`src/rtl/smbus_slave_pkg.sv`:
```
package smbus_slave_pkg;

  // ---------------------------------------------------------------
  // addressing and command decode
  // ---------------------------------------------------------------
  localparam logic [7:0] SLAVE_ADDR_W = 8'hD2;
  localparam int CMD_BYTE_BIT = 7;
  localparam logic CMD_IS_BLOCK = 1'b0;
  localparam logic RW_READ = 1'b1;

  // ---------------------------------------------------------------
  // control byte store
  // ---------------------------------------------------------------
  localparam int NUM_BYTES = 8;
  localparam int IDX_W = 7;
  localparam int WR_W = IDX_W + 8;
  localparam logic [IDX_W-1:0] IDX_ZERO = 7'h00;
  localparam logic [IDX_W-1:0] IDX_ONE = 7'h01;
  localparam logic [IDX_W-1:0] IDX_LIMIT = 7'h08;
  localparam logic [7:0] BLOCK_COUNT = 8'h08;
  localparam logic [7:0] REG_DEFAULT = 8'hFF;
  localparam logic [7:0] EMPTY_BYTE = 8'h00;

  // ---------------------------------------------------------------
  // bit timing and strap
  // ---------------------------------------------------------------
  localparam logic [2:0] BIT_FIRST = 3'h0;
  localparam logic [2:0] BIT_LAST = 3'h7;
  localparam logic [2:0] BIT_ONE = 3'h1;
  localparam logic [1:0] SETTLE_CYCLES = 2'h3;
  localparam logic [1:0] SETTLE_ONE = 2'h1;
  localparam logic MODE_PM = 1'b0;
  localparam logic SDA_DRIVE_LEVEL = 1'b0;

  // ---------------------------------------------------------------
  // two-entry buffer occupancy
  // ---------------------------------------------------------------
  localparam logic [1:0] BUF_EMPTY = 2'h0;
  localparam logic [1:0] BUF_ONE = 2'h1;
  localparam logic [1:0] BUF_FULL = 2'h2;

  typedef enum {
    ST_IDLE, ST_ADDR, ST_ADDR_ACK, ST_CMD, ST_CMD_ACK, ST_COUNT,
    ST_COUNT_ACK, ST_WDATA, ST_WDATA_ACK, ST_TX, ST_TX_ACK, ST_IGNORE
  } sm_state_t;

endpackage

```
`src/rtl/smbus_register_access_slave.sv`:
```
// Operation
// - strap latched low maps shared pins to power-down and clock stops
// - all control bytes load defaults at reset
// - host writes control bits that enable individual clock outputs
// - byte write, byte read, block write and block read accepted
// - block bytes go lowest index first, each byte msb first
// - block may stop after any full byte; earlier bytes kept
// - only slave address D2 is answered; bit 0 is not compared, so read address D3 matches too
// - command bit 7 low selects block, high selects single byte
// - command bits 6:0 give byte index; zero for block
// - block write: address, command, count, data bytes, each acked
// - block read: command, repeated start, read address, count then data
// - transactions open with start, seven address bits, write bit
// - byte write: one data byte acked by slave, then stop
// - byte read: repeated start, read address, one byte, host nacks
// - data line is input when receiving; open-drain when acking or sending
`timescale 1ns/1ns
`default_nettype none

module smbus_register_access_slave (
  input wire logic clk_i,
  input wire logic nrst_i,
  input wire logic scl_i,
  input wire logic serial_data_line_i,
  output logic serial_data_line_o,
  output logic serial_data_line_oe_o,
  input wire logic mode_strap_i,
  input wire logic power_down_in_n_i,
  input wire logic cpu_clk_halt_n_i,
  input wire logic pci_clk_halt_n_i,
  output logic pm_pins_active_o,
  output logic power_down_req_o,
  output logic cpu_clk_halt_req_o,
  output logic pci_clk_halt_req_o,
  output logic [smbus_slave_pkg::NUM_BYTES*8-1:0] clk_out_en_o
);

  // ---------------------------------------------------------------
  // reset release and input synchronisers
  // ---------------------------------------------------------------
  logic rst_s1_q, rst_n;
  logic [5:0] pin_s1_q, pin_s2_q;
  logic scl_d_q, sda_d_q;

  always_ff @(posedge clk_i or negedge nrst_i) begin
    if (!nrst_i) begin
      rst_s1_q <= 1'b0;
      rst_n <= 1'b0;
    end else begin
      rst_s1_q <= 1'b1;
      rst_n <= rst_s1_q;
    end
  end

  wire [5:0] pin_raw = {scl_i, serial_data_line_i, mode_strap_i,
    power_down_in_n_i, cpu_clk_halt_n_i, pci_clk_halt_n_i};

  // idle bus levels are high, so the reset value fakes no start
  always_ff @(posedge clk_i or negedge rst_n) begin
    if (!rst_n) begin
      pin_s1_q <= 6'h3F;
      pin_s2_q <= 6'h3F;
      scl_d_q <= 1'b1;
      sda_d_q <= 1'b1;
    end else begin
      pin_s1_q <= pin_raw;
      pin_s2_q <= pin_s1_q;
      scl_d_q <= pin_s2_q[5];
      sda_d_q <= pin_s2_q[4];
    end
  end

  wire scl_s = pin_s2_q[5];
  wire sda_s = pin_s2_q[4];
  wire scl_rise = scl_s & ~scl_d_q;
  wire scl_fall = ~scl_s & scl_d_q;
  wire start_det = scl_s & scl_d_q & sda_d_q & ~sda_s;
  wire stop_det = scl_s & scl_d_q & ~sda_d_q & sda_s;

  // ---------------------------------------------------------------
  // mode strap
  // ---------------------------------------------------------------
  logic [1:0] settle_q;
  logic strap_done_q, mode_q;
  wire pm_en = strap_done_q & (mode_q == smbus_slave_pkg::MODE_PM);

  always_ff @(posedge clk_i or negedge rst_n) begin
    if (!rst_n) begin
      settle_q <= 2'h0;
      strap_done_q <= 1'b0;
      mode_q <= 1'b1;
      pm_pins_active_o <= 1'b0;
      power_down_req_o <= 1'b0;
      cpu_clk_halt_req_o <= 1'b0;
      pci_clk_halt_req_o <= 1'b0;
    end else begin
      // synchroniser must settle before the strap is caught once
      if (settle_q != smbus_slave_pkg::SETTLE_CYCLES) begin
        settle_q <= settle_q + smbus_slave_pkg::SETTLE_ONE;
      end else if (!strap_done_q) begin
        strap_done_q <= 1'b1;
        mode_q <= pin_s2_q[3];
      end
      pm_pins_active_o <= pm_en;
      power_down_req_o <= pm_en & ~pin_s2_q[2];
      cpu_clk_halt_req_o <= pm_en & ~pin_s2_q[1];
      pci_clk_halt_req_o <= pm_en & ~pin_s2_q[0];
    end
  end

  // ---------------------------------------------------------------
  // protocol state machine
  // ---------------------------------------------------------------
  smbus_slave_pkg::sm_state_t state_q;
  logic [2:0] cnt_q;
  logic [7:0] shift_q, tx_q;
  logic got_q, rw_q, block_q, host_nack_q, oe_q, wr_push_q, count_sent_q;
  logic [smbus_slave_pkg::IDX_W-1:0] index_q;
  logic [7:0] regs_q [smbus_slave_pkg::NUM_BYTES];

  wire rx_state = state_q == smbus_slave_pkg::ST_ADDR ||
    state_q == smbus_slave_pkg::ST_CMD ||
    state_q == smbus_slave_pkg::ST_COUNT ||
    state_q == smbus_slave_pkg::ST_WDATA;
  wire addr_match =
    shift_q[7:1] == smbus_slave_pkg::SLAVE_ADDR_W[7:1];
  wire idx_ok = index_q < smbus_slave_pkg::IDX_LIMIT;
  wire [7:0] sel_byte = idx_ok ? regs_q[index_q[2:0]] :
    smbus_slave_pkg::EMPTY_BYTE;
  wire first_read = state_q == smbus_slave_pkg::ST_ADDR_ACK;
  wire [7:0] tx_load_byte = (first_read && block_q) ?
    smbus_slave_pkg::BLOCK_COUNT : sel_byte;
  wire tx_load = scl_fall & ((first_read & rw_q) |
    (state_q == smbus_slave_pkg::ST_TX_ACK & ~host_nack_q));
  wire wr_in_ready;
  wire [smbus_slave_pkg::IDX_W-1:0] index_inc =
    index_q + smbus_slave_pkg::IDX_ONE;

  assign serial_data_line_o = smbus_slave_pkg::SDA_DRIVE_LEVEL;
  assign serial_data_line_oe_o = oe_q;

  always_ff @(posedge clk_i or negedge rst_n) begin
    if (!rst_n) begin
      state_q <= smbus_slave_pkg::ST_IDLE;
      cnt_q <= smbus_slave_pkg::BIT_FIRST;
      shift_q <= 8'h00;
      tx_q <= 8'h00;
      got_q <= 1'b0;
      rw_q <= 1'b0;
      block_q <= 1'b0;
      host_nack_q <= 1'b0;
      oe_q <= 1'b0;
      wr_push_q <= 1'b0;
      index_q <= smbus_slave_pkg::IDX_ZERO;
    end else begin
      wr_push_q <= 1'b0;
      if (start_det) begin
        state_q <= smbus_slave_pkg::ST_ADDR;
        cnt_q <= smbus_slave_pkg::BIT_FIRST;
        got_q <= 1'b0;
        oe_q <= 1'b0;
      end else if (stop_det) begin
        state_q <= smbus_slave_pkg::ST_IDLE;
        got_q <= 1'b0;
        oe_q <= 1'b0;
      end else if (scl_rise) begin
        if (rx_state) begin
          shift_q <= {shift_q[6:0], sda_s};
          cnt_q <= cnt_q + smbus_slave_pkg::BIT_ONE;
          got_q <= cnt_q == smbus_slave_pkg::BIT_LAST;
        end
        if (state_q == smbus_slave_pkg::ST_TX_ACK) host_nack_q <= sda_s;
      end else if (scl_fall) begin
        case (state_q)
          smbus_slave_pkg::ST_ADDR: begin
            if (got_q) begin
              got_q <= 1'b0;
              oe_q <= addr_match;
              rw_q <= shift_q[0];
              state_q <= addr_match ? smbus_slave_pkg::ST_ADDR_ACK :
                smbus_slave_pkg::ST_IGNORE;
            end
          end
          smbus_slave_pkg::ST_CMD: begin
            if (got_q) begin
              got_q <= 1'b0;
              oe_q <= 1'b1;
              block_q <= shift_q[smbus_slave_pkg::CMD_BYTE_BIT] ==
                smbus_slave_pkg::CMD_IS_BLOCK;
              index_q <= shift_q[smbus_slave_pkg::CMD_BYTE_BIT] ?
                shift_q[6:0] : smbus_slave_pkg::IDX_ZERO;
              state_q <= smbus_slave_pkg::ST_CMD_ACK;
            end
          end
          smbus_slave_pkg::ST_COUNT: begin
            if (got_q) begin
              got_q <= 1'b0;
              oe_q <= 1'b1;
              state_q <= smbus_slave_pkg::ST_COUNT_ACK;
            end
          end
          smbus_slave_pkg::ST_WDATA: begin
            if (got_q) begin
              got_q <= 1'b0;
              // a full buffer refuses the byte with a nack
              if (wr_in_ready) begin
                oe_q <= 1'b1;
                wr_push_q <= 1'b1;
                index_q <= index_inc;
                state_q <= smbus_slave_pkg::ST_WDATA_ACK;
              end else begin
                state_q <= smbus_slave_pkg::ST_IGNORE;
              end
            end
          end
          smbus_slave_pkg::ST_ADDR_ACK: begin
            cnt_q <= smbus_slave_pkg::BIT_FIRST;
            if (rw_q == smbus_slave_pkg::RW_READ) begin
              tx_q <= tx_load_byte;
              oe_q <= ~tx_load_byte[7];
              state_q <= smbus_slave_pkg::ST_TX;
            end else begin
              oe_q <= 1'b0;
              state_q <= smbus_slave_pkg::ST_CMD;
            end
          end
          smbus_slave_pkg::ST_CMD_ACK: begin
            oe_q <= 1'b0;
            state_q <= block_q ? smbus_slave_pkg::ST_COUNT :
              smbus_slave_pkg::ST_WDATA;
          end
          smbus_slave_pkg::ST_COUNT_ACK, smbus_slave_pkg::ST_WDATA_ACK: begin
            oe_q <= 1'b0;
            state_q <= smbus_slave_pkg::ST_WDATA;
          end
          smbus_slave_pkg::ST_TX: begin
            if (cnt_q == smbus_slave_pkg::BIT_LAST) begin
              oe_q <= 1'b0;
              state_q <= smbus_slave_pkg::ST_TX_ACK;
              // count byte of a block read does not advance the index
              if (!count_sent_q) index_q <= index_inc;
            end else begin
              cnt_q <= cnt_q + smbus_slave_pkg::BIT_ONE;
              tx_q <= {tx_q[6:0], 1'b0};
              oe_q <= ~tx_q[6];
            end
          end
          smbus_slave_pkg::ST_TX_ACK: begin
            cnt_q <= smbus_slave_pkg::BIT_FIRST;
            if (host_nack_q) begin
              state_q <= smbus_slave_pkg::ST_IGNORE;
            end else begin
              tx_q <= tx_load_byte;
              oe_q <= ~tx_load_byte[7];
              state_q <= smbus_slave_pkg::ST_TX;
            end
          end
          default: begin
          end
        endcase
      end
    end
  end

  // ---------------------------------------------------------------
  // read index walk: count byte first, then ascending data bytes
  // ---------------------------------------------------------------
  always_ff @(posedge clk_i or negedge rst_n) begin
    if (!rst_n) begin
      count_sent_q <= 1'b0;
    end else if (tx_load) begin
      count_sent_q <= first_read & block_q;
    end
  end

  // ---------------------------------------------------------------
  // write buffer and control bytes
  // ---------------------------------------------------------------
  wire wr_out_valid;
  wire [smbus_slave_pkg::WR_W-1:0] wr_out_data;
  wire wr_fire = wr_out_valid & ~tx_load; // register reads win the slot
  wire [smbus_slave_pkg::IDX_W-1:0] wr_idx = wr_out_data[14:8];
  wire wr_idx_ok = wr_idx < smbus_slave_pkg::IDX_LIMIT;

  smbus_wr_buffer #(
    .WIDTH(smbus_slave_pkg::WR_W)
  ) u_wr_buffer (
    .clk_i(clk_i),
    .rst_n_i(rst_n),
    .in_valid_i(wr_push_q),
    .in_ready_o(wr_in_ready),
    .in_data_i({index_q - smbus_slave_pkg::IDX_ONE, shift_q}),
    .out_valid_o(wr_out_valid),
    .out_ready_i(~tx_load),
    .out_data_o(wr_out_data)
  );

  always_ff @(posedge clk_i or negedge rst_n) begin
    if (!rst_n) begin
      for (int i = 0; i < smbus_slave_pkg::NUM_BYTES; i++) begin
        regs_q[i] <= smbus_slave_pkg::REG_DEFAULT;
      end
    end else begin
      if (wr_fire && wr_idx_ok) regs_q[wr_idx[2:0]] <= wr_out_data[7:0];
    end
  end

  genvar g;
  for (g = 0; g < smbus_slave_pkg::NUM_BYTES; g++) begin : g_out
    assign clk_out_en_o[g*8 +: 8] = regs_q[g];
  end

  // ---------------------------------------------------------------
  // checks
  // ---------------------------------------------------------------
  a_rx_released: assert property (@(posedge clk_i)
    disable iff (!rst_n) rx_state |-> !serial_data_line_oe_o)
    else $error("data line driven while receiving");
  a_foreign_nack: assert property (@(posedge clk_i)
    disable iff (!rst_n) state_q == smbus_slave_pkg::ST_IGNORE |-> !oe_q)
    else $error("data line driven in ignored frame");
  a_start_resets: assert property (@(posedge clk_i)
    disable iff (!rst_n) start_det |=> state_q == smbus_slave_pkg::ST_ADDR)
    else $error("start did not restart the frame");
  c_block_read: cover property (@(posedge clk_i)
    tx_load & first_read & block_q);
  c_byte_write: cover property (@(posedge clk_i)
    wr_push_q & ~block_q);
  c_host_nack: cover property (@(posedge clk_i)
    scl_fall & state_q == smbus_slave_pkg::ST_TX_ACK & host_nack_q);

endmodule

`default_nettype wire

```
`src/rtl/smbus_wr_buffer.sv`:
```
`timescale 1ns/1ns
`default_nettype none

module smbus_wr_buffer #(
  parameter int WIDTH = 15
) (
  input wire logic clk_i,
  input wire logic rst_n_i,
  input wire logic in_valid_i,
  output logic in_ready_o,
  input wire logic [WIDTH-1:0] in_data_i,
  output logic out_valid_o,
  input wire logic out_ready_i,
  output logic [WIDTH-1:0] out_data_o
);

  logic [1:0] count_q;
  logic [WIDTH-1:0] slot0_q;
  logic [WIDTH-1:0] slot1_q;
  wire push = in_valid_i & in_ready_o;
  wire pop = out_valid_o & out_ready_i;

  assign in_ready_o = count_q != smbus_slave_pkg::BUF_FULL;
  assign out_valid_o = count_q != smbus_slave_pkg::BUF_EMPTY;
  assign out_data_o = slot0_q;

  always_ff @(posedge clk_i or negedge rst_n_i) begin
    if (!rst_n_i) begin
      count_q <= smbus_slave_pkg::BUF_EMPTY;
      slot0_q <= '0;
      slot1_q <= '0;
    end else begin
      case ({push, pop})
        2'b10: begin
          if (count_q == smbus_slave_pkg::BUF_EMPTY) slot0_q <= in_data_i;
          else slot1_q <= in_data_i;
          count_q <= count_q + smbus_slave_pkg::BUF_ONE;
        end
        2'b01: begin
          slot0_q <= slot1_q;
          count_q <= count_q - smbus_slave_pkg::BUF_ONE;
        end
        2'b11: begin
          if (count_q == smbus_slave_pkg::BUF_ONE) begin
            slot0_q <= in_data_i;
          end else begin
            slot0_q <= slot1_q;
            slot1_q <= in_data_i;
          end
        end
        default: begin
        end
      endcase
    end
  end

  // ---------------------------------------------------------------
  // checks
  // ---------------------------------------------------------------
  a_push_lands: assert property (@(posedge clk_i)
    disable iff (!rst_n_i) push && count_q == smbus_slave_pkg::BUF_EMPTY
    |=> out_valid_o && out_data_o == $past(in_data_i))
    else $error("pushed word not at the buffer head");
  a_pop_drains: assert property (@(posedge clk_i)
    disable iff (!rst_n_i) pop && !push && count_q == smbus_slave_pkg::BUF_ONE
    |=> !out_valid_o)
    else $error("buffer still valid after last word left");
  a_fill_count: assert property (@(posedge clk_i)
    disable iff (!rst_n_i) push && !pop
    |=> count_q == $past(count_q) + smbus_slave_pkg::BUF_ONE)
    else $error("buffer fill count did not step up");

endmodule

`default_nettype wire

```
`config.mk`:
```
export PLATFORM = sky130hd
export DESIGN_NAME = smbus_register_access_slave
export DESIGN_NICKNAME = d
export VERILOG_FILES = /design/src/rtl/smbus_slave_pkg.sv /design/src/rtl/smbus_register_access_slave.sv /design/src/rtl/smbus_wr_buffer.sv
export SDC_FILE = /design/constraint.sdc
export NUM_CORES = 1
export LEC_CHECK = 0
export BUFFER_PORTS_ARGS = -buffer_cell sky130_fd_sc_hd__buf_2
export CAP_MARGIN = 0
export CORE_MARGIN = 2
export CORE_UTILIZATION = 50
export DETAILED_ROUTE_END_ITERATION = 16
export GPL_TIMING_DRIVEN = 1
export PLACE_DENSITY = 0.74
export SLEW_MARGIN = 20
export SYNTH_ARGS = -nofsm -noshare
export SYNTH_HDL_FRONTEND = slang
export SYNTH_SLANG_ARGS = --single-unit
```
`constraint.sdc`:
```
create_clock -name clk_i -period 4.3 [get_ports clk_i]
set_clock_uncertainty 0.15 [all_clocks]
set_input_delay 0.645 -clock clk_i [delete_from_list [all_inputs] [get_ports clk_i]]
set_output_delay 0.645 -clock clk_i [all_outputs]
set_load 0.05 [all_outputs]
```
==> summary.txt, run 1 <==
Status
  – Status: finished clean

Floorplan
  – Starting Density: between 50% and 60%
  – Top-Level Pins: slightly below 80
  – Row count: 45
  – Core footprint: ~0.015 sq mm
  – Die area: 0.0165 sq mm
  – Die Y: ~130 um
  – Die W: between 100 and 150 um

Drt
  – Routed vias: 5,422
  – Overall routed net length: ~18,000 um
  – Post-route ant nets: 0
  – # DRC: 0
  – Routed len/inst: 19.9 um
  – Iter 0 DRT Violations: 418
  – Drt first pass iters: 5
  – Vias per cell: roughly 5.9

Yosys
  – Yosys reg bits: roughly 160
  – Yosys top cell by area: dfstp_2
  – Syn_nets: approximately 670
  – Post-synth EDFFs: 0
  – Netlist cell types: just under 70
  – Ranking of synthesized cells by area: dfstp_2, dfrtp_1, mux2_4
  – Post-synthesis async set-or-reset flop share: 100%
  – Synth top area share: 26.8%
  – Syn avg cell area: 12.0 sq um
  – Mapped Area: ~0.0078 sq mm
  – Ys Warns: 0
  – Sequential fraction of the synthesis area: approximately 52%
  – Post-Syn Instances: ~640
  – Synth Flop Type: dfstp_2

Placed design
  – GPL Wtd Cong: approximately 0.86
  – Port Buffer Count: between 70 and 80
  – Hpwl dp: around 12,000 um

Final layout
  – Commonest non-fill, non-tap cell in the layout: dfstp_2
  – Area growth syn-to-layout: 14.4%
  – Highest-count cells in the layout ignoring fill and taps: dfstp_2, dfrtp_1, buf_2, nand2_1, mux2_4
  – Layout Utilization: a little under 60%
  – Final Net Count: 733
  – Diodes inserted: 0
  – Share of cells above drive strength 1: ~42%

Critical path
  – Crit Path Category: reg -> reg
  – Crit path max fanout: 25
  – Crit start category: flip-flop
  – CP endpoint kind: flip-flop
  – Crit path DAT: ~3400 ps
  – Worst EP required: approximately 4500 ps
  – CP most frequent cell: nand2_1
  – Critical path's slowest cell: dfrtp_1
  – Max incr delay on CP: between 700 and 800 ps
  – Worst path cell trace: nor4bb_4, a21oi_4, nand2_1, inv_1, ha_1, nand2_1, nand3_1, a221oi_1, a21oi_1

Global routing
  – First-pass GRT wire length: 29,500 um
  – Gr usage total: 23.2%
  – Total grt overflow: 0
  – Met1 Usage GRT: between 30 and 40%
  – Vias in the first global route: between 5,000 and 6,000
  – Initial antenna violation count: 0
  – M2 GR Usage: a little under two fifths
  – Met3 Track Usage GR: around 5.2%
  – Grt peak-use layer: met2
  – Largest net degree at the start of global routing: 46

Clock network
  – Setup Buffers After CTS: 0
  – CTS tree: built
  – # H-tree levels: 4
  – Root Driver: clkbuf_16
  – Clk slew on worst S/H paths: roughly 70 ps
  – Clk buf depth: 2
  – Worst-Skew Late Latency: ~430 ps
  – Cts bufs inserted: 17
  – CTS sink cnt: about 160

Pwr
  – Sw Share: a little over 40%
  – Psw: approximately 2400 uW
  – Maximum vdd drop: 0.000433 V
  – Int Power: between 3000 and 4000 uW
  – Clk pwr share: a little over a quarter
  – Flop pwr share: 39.6%
  – Tot Pwr: ~5700 uW
  – Comb power frac: 33.9%
  – Power Dens Cells: 643 mW/mm^2
  – Leak pwr: around 0.0041 uW

Timing
  – Slew margin rel.: between 30% and 40%
  – Hold Vio Cnt, Final: 0
  – Post-route setup TNS: 0 ps
  – Period utilization: 75.9%
  – Peak Freq: just over 300 MHz
  – Final setup fails: 0
  – Slew Viols, Final: 0
  – Slew at the pin with the worst max-slew slack: about 1000 ps
  – Unrepaired setup endpoints after global routing: false
  – Tmin final: 3260 ps
  – Hold WS: around 160 ps

Min path
  – Hold Path Class: in -> reg

Flow run
  – Max_cap viols: 0
## power groups by stage
stage	clock (uW)	sequential [uW]	combinational (uW)
floorplan	0	2360	1360
global placement	0	2240	1870
detailed placement	0	2260	1910
CTS	1540	2240	1920
global route	1600	2300	2090
finish	1510	2260	1930
## metrics by stage
step | cell area (sq um) | worst slack (ps) | std cells
finish | 8870 | 1040 | 912
CTS | 8870 | 1040 | 912
detailed placement | 8240 | 1120 | 879
global route | 8870 | 790 | 912
global placement | 8240 | 1270 | 879
floorplan | 7750 | 1640 | 644
## registers in the layout (all words and copies together), names as in the netlist, 4 cells and up
| register | flops |
|---|---|
| u_wr_buffer.slot1_q | 15 |
| clk_out_en_o | 64 |
| tx_q | 7 |
| state_q | 4 |
| shift_q | 8 |
| u_wr_buffer.out_data_o | 15 |
| index_q | 7 |
| pin_s2_q | 6 |
| pin_s1_q | 6 |
## what timing repair did
| action | CTS | global route |
|---|---|---|
| resized for setup | 0 | 0 |
| hold buffers | 1 | 0 |
| endpoints found under the hold margin | 2 | 0 |
## final cells by class
cell class / count / area [sq um]
Clock buffer: 17 / 425
Clock inverter: 15 / 199
Fill cell: 1206 / 6330
Inverter: 27 / 101
Multi-Input combinational cell: 425 / 3460
Sequential cell: 156 / 4010
Tap cell: 188 / 235
Timing Repair Buffer: 84 / 443
## worst max-delay path, delay by kind of cell (launching register included)
kind	cells	cell delay, ps
AO/OA/AOI/OAI	3	700
adder cells (fa/ha/maj)	1	240
buffers and inverters	1	70
flip-flops	1	780
AND/OR/NAND/NOR	4	1180
## synthesized netlist by cell type, drive strengths merged (3+ instances only)
cell type and number:
a211oi 4, a21oi 27, a221oi 8, a22oi 8, a31oi 5, buf 24
clkbuf 12, dfrtp 77, dfstp 79, ha 14, inv 27, mux2 79
mux2i 12, mux4 15, nand2 73, nand2b 6, nand3 14, nand4 4
nor2 29, nor2b 10, nor3 15, nor3b 3, nor4 3, o21a 3
o21ai 34, o22a 3, or3 5, xnor2 7
## final timing paths
check,start,endpoint,slack (ps),cells past startpoint
worst max-delay path,state_q[3],u_wr_buffer.out_data_o[9],1040,9
worst min-delay path,mode_strap_i,pin_s1_q[3],160,1
worst max register to register,state_q[3],u_wr_buffer.out_data_o[9],1040,9
worst min register to register,rst_n,u_wr_buffer.out_data_o[3],170,0
max in group asynchronous,rst_n,clk_out_en_o[7],2880,1
min in group asynchronous,rst_n,u_wr_buffer.out_data_o[3],170,0
## layer usage
layer  share of wire, %  routed length [um]  up-vias
li1                   -                   -     2444
met1                 42                7650     2741
met2                 49                8940      199
met3                6.0                1090       38
met4                2.8                 502        0
met5                  0                   0        -
## cell families after synthesis
kind of cell / share of synthesized area, %
and+or+nand+nor: 12.1
DFF: 51.6
AOI/OAI and AO/OA: 9.91
muxes: 19.3
buffers and inverters: 3.84
adders and majority gates: 2.26
xor gates and xnor gates: 0.904
other: 0.0969
(Power assumes the default switching activity.)
==> run 2: changes to the inputs <==
--- a/config.mk
+++ b/config.mk
@@ -11,7 +11,7 @@
 export CORE_UTILIZATION = 50
 export DETAILED_ROUTE_END_ITERATION = 16
 export GPL_TIMING_DRIVEN = 1
-export PLACE_DENSITY = 0.74
+export PLACE_DENSITY = 0.71
 export SLEW_MARGIN = 20
 export SYNTH_ARGS = -nofsm -noshare
 export SYNTH_HDL_FRONTEND = slang
==> constraint.sdc (replaced) <==
create_clock -name clk_i -period 3.03 [get_ports clk_i]
set_clock_uncertainty 0.15 [all_clocks]
set_input_delay 0.4545 -clock clk_i [delete_from_list [all_inputs] [get_ports clk_i]]
set_output_delay 0.4545 -clock clk_i [all_outputs]
set_load 0.05 [all_outputs]
==> run 2 against run 1 <==
Via count grew 2.1%. Maximum frequency is 15% higher. Utilization rose by 1.2 points. Wire length increased by 1.9%. Highest routed layer unchanged. Critical endpoint is now u_wr_buffer.out_data_o[8]. Worst setup slack got worse by 830 ps. Critical path depth increased by 1. Flip-flop and latch count unchanged.
==> summary.txt, run 2 (synthesized netlist as in run 1, its figures left out) <==
Floorplan
  – Core footprint: 0.0152 sq mm (unchanged)
  – Top-Level Pins: 78 (unchanged)
  – Starting Density: 51.0% (unchanged)
  – Die area: 0.0165 sq mm (unchanged)
  – Die Y: 129 um (unchanged)
  – Die W: 129 um (unchanged)
  – Row count: 45 (unchanged)

Timing
  – Slew at the pin with the worst max-slew slack: 899 ps (-133 ps)
  – Slew Viols, Final: 0 (unchanged)
  – Slew margin rel.: 39.7% (+8.5 points)
  – Tmin final: 2830 ps (-437 ps)
  – Hold WS: 187 ps (+31.8 ps)
  – Post-route setup TNS: 0 ps (unchanged)
  – Unrepaired setup endpoints after global routing: false
  – Hold Vio Cnt, Final: 0 (unchanged)
  – Final setup fails: 0 (unchanged)
  – Period utilization: 93.3% (+17 points)
  – Peak Freq: 354 MHz (+15%)

Pwr
  – Leak pwr: 0.00418 uW (+2.6%)
  – Maximum vdd drop: 0.000594 V (+37%)
  – Tot Pwr: 8180 uW (+44%)
  – Sw Share: 41.2% (-0.32 points)
  – Psw: 3370 uW (+42%)
  – Power Dens Cells: 903 mW/mm^2 (+41%)
  – Clk pwr share: 25.6% (-0.9 points)
  – Comb power frac: 36.9% (+3.0 points)
  – Flop pwr share: 37.5% (-2.1 points)
  – Int Power: 4810 uW (+44%)

Global routing
  – Gr usage total: 23.4% (+0.20 points)
  – First-pass GRT wire length: 29,900 um (+1.2%)
  – Vias in the first global route: 5,485 (+0.53%)
  – Met3 Track Usage GR: 4.82% (-0.33 points)
  – Total grt overflow: 0 (unchanged)
  – Grt peak-use layer: met2
  – Largest net degree at the start of global routing: 61 (+33%)
  – Met1 Usage GRT: 32.0% (+1.2 points)
  – Initial antenna violation count: 0 (unchanged)
  – M2 GR Usage: 37.5% (+0.28 points)

Drt
  – Drt first pass iters: 5 (unchanged)
  – Iter 0 DRT Violations: 499 (+19%)
  – Overall routed net length: 18,500 um (+1.9%)
  – Routed vias: 5,534 (+2.1%)
  – Routed len/inst: 19.8 um (-0.68%)
  – # DRC: 0 (unchanged)
  – Vias per cell: 5.91 (-0.55%)
  – Post-route ant nets: 0 (unchanged)

Critical path
  – Worst EP required: 3170 ps (-1290 ps)
  – Crit path max fanout: 15 (-40%)
  – Crit start category: flip-flop
  – Crit Path Category: reg -> reg
  – CP endpoint kind: flip-flop
  – Crit path DAT: 2970 ps (-450 ps)

Final layout
  – Area growth syn-to-layout: 16.8%
  – FILL cells: 1,182 (-2.0%)
  – Highest-count cells in the layout ignoring fill and taps: dfstp_2, dfrtp_1, buf_2, nand2_1, mux2_4
  – Share of cells above drive strength 1: 43.3% (+1.2 points)
  – Max FFs per register: 64 (unchanged)
  – Layout Utilization: 59.6% (+1.2 points)
  – Diodes inserted: 0 (unchanged)
  – Commonest non-fill, non-tap cell in the layout: dfstp_2
  – Final Net Count: 757 (+3.3%)

Clock network
  – Root Driver: clkbuf_16
  – Cts bufs inserted: 17 (unchanged)
  – Clk buf depth: 2 (unchanged)
  – CTS sink cnt: 156 (unchanged)
  – CTS tree: built
  – Worst-Skew Late Latency: 420 ps (about the same)
  – # H-tree levels: 4 (unchanged)
  – Clk slew on worst S/H paths: 70 ps (about the same)

Flow run
  – Max_cap viols: 0 (unchanged)

Status
  – Status: finished clean

Placed design
  – Port Buffer Count: 76 (unchanged)
  – GPL Wtd Cong: 0.910 (+5.6%)
  – Hpwl dp: 12,800 um (+3.2%)

Min path
  – Hold Path Class: in -> async
run 2: changes by cell type in the layout (fill, tap and decap cells not counted), sizes merged:
cell	before	now
buf	83	101
dlygate4sd3	1	7
clkinvlp	0	1
clkinv	10	6
inv	32	35
run 2: worst max-delay path: stages, from the launching register on:
cell and delay [ps]:
dfstp_2 550, ha_2 280, nor2b_4 210, a21oi_4 70
nand2_1 100, inv_1 60, ha_1 240, nor2b_1 140
o211a_1 400, a221oi_1 390, a21oi_1 100
run 2: per-stage QoR:
stage | cell area (sq um) | worst slack (ps) | instances
2_1_floorplan | 7750 | 370 | 644
3_5_place_dp | 8380 | 137 | 897
3_3_place_gp | 8380 | 262 | 897
6_report | 9050 | 203 | 936
4_1_cts | 9050 | 72.9 | 936
5_1_grt | 9050 | 80.5 | 936
run 2: power by group through the flow:
stage / logic, uW / clock network (uW) / registers [uW]
2_1_floorplan: 1940 / 0 / 3350
3_3_place_gp: 2900 / 0 / 3060
3_5_place_dp: 2960 / 0 / 3080
4_1_cts: 3000 / 2130 / 3060
5_1_grt: 3250 / 2220 / 3120
6_report: 3020 / 2090 / 3070
run 2: per-layer routing:
layer / wire length (um) / part of all wire (%)
met4: 310 / 1.7
met2: 9120 / 49
met1: 8200 / 44
met5: 0 / 0
met3: 891 / 4.8
run 2: final timing paths:
path                             start                        end  slack (ps)  cells past startpoint
max in group asynchronous        rst_n           clk_out_en_o[16]        1680                      1
hold reg to reg            pin_s1_q[4]                pin_s2_q[4]         210                      0
min in group clk_i         pin_s1_q[4]                pin_s2_q[4]         210                      0
setup reg to reg               scl_d_q  u_wr_buffer.out_data_o[8]         200                     10
hold / removal                  nrst_i                   rst_s1_q         190                      2
setup / recovery               scl_d_q  u_wr_buffer.out_data_o[8]         200                     10
run 2: what timing repair did:
item / CTS / global route
hold buffers: 7 / 0
endpoints found under the hold margin: 8 / 0
setup endpoints to repair: 0 / 3
setup buffers: 0 / 0
resized for setup: 0 / 1
run 2: area by class of cell:
cell class | count | area (sq um) | share of cell area, %
sequential | 156 | 4010 | 44.3
multi-input combinational | 425 | 3460 | 38.2
timing repair buffer | 108 | 651 | 7.19
clock buffer | 17 | 425 | 4.70
tap | 188 | 235 | 2.60
clock inverter | 15 | 173 | 1.91
inverter | 27 | 101 | 1.12
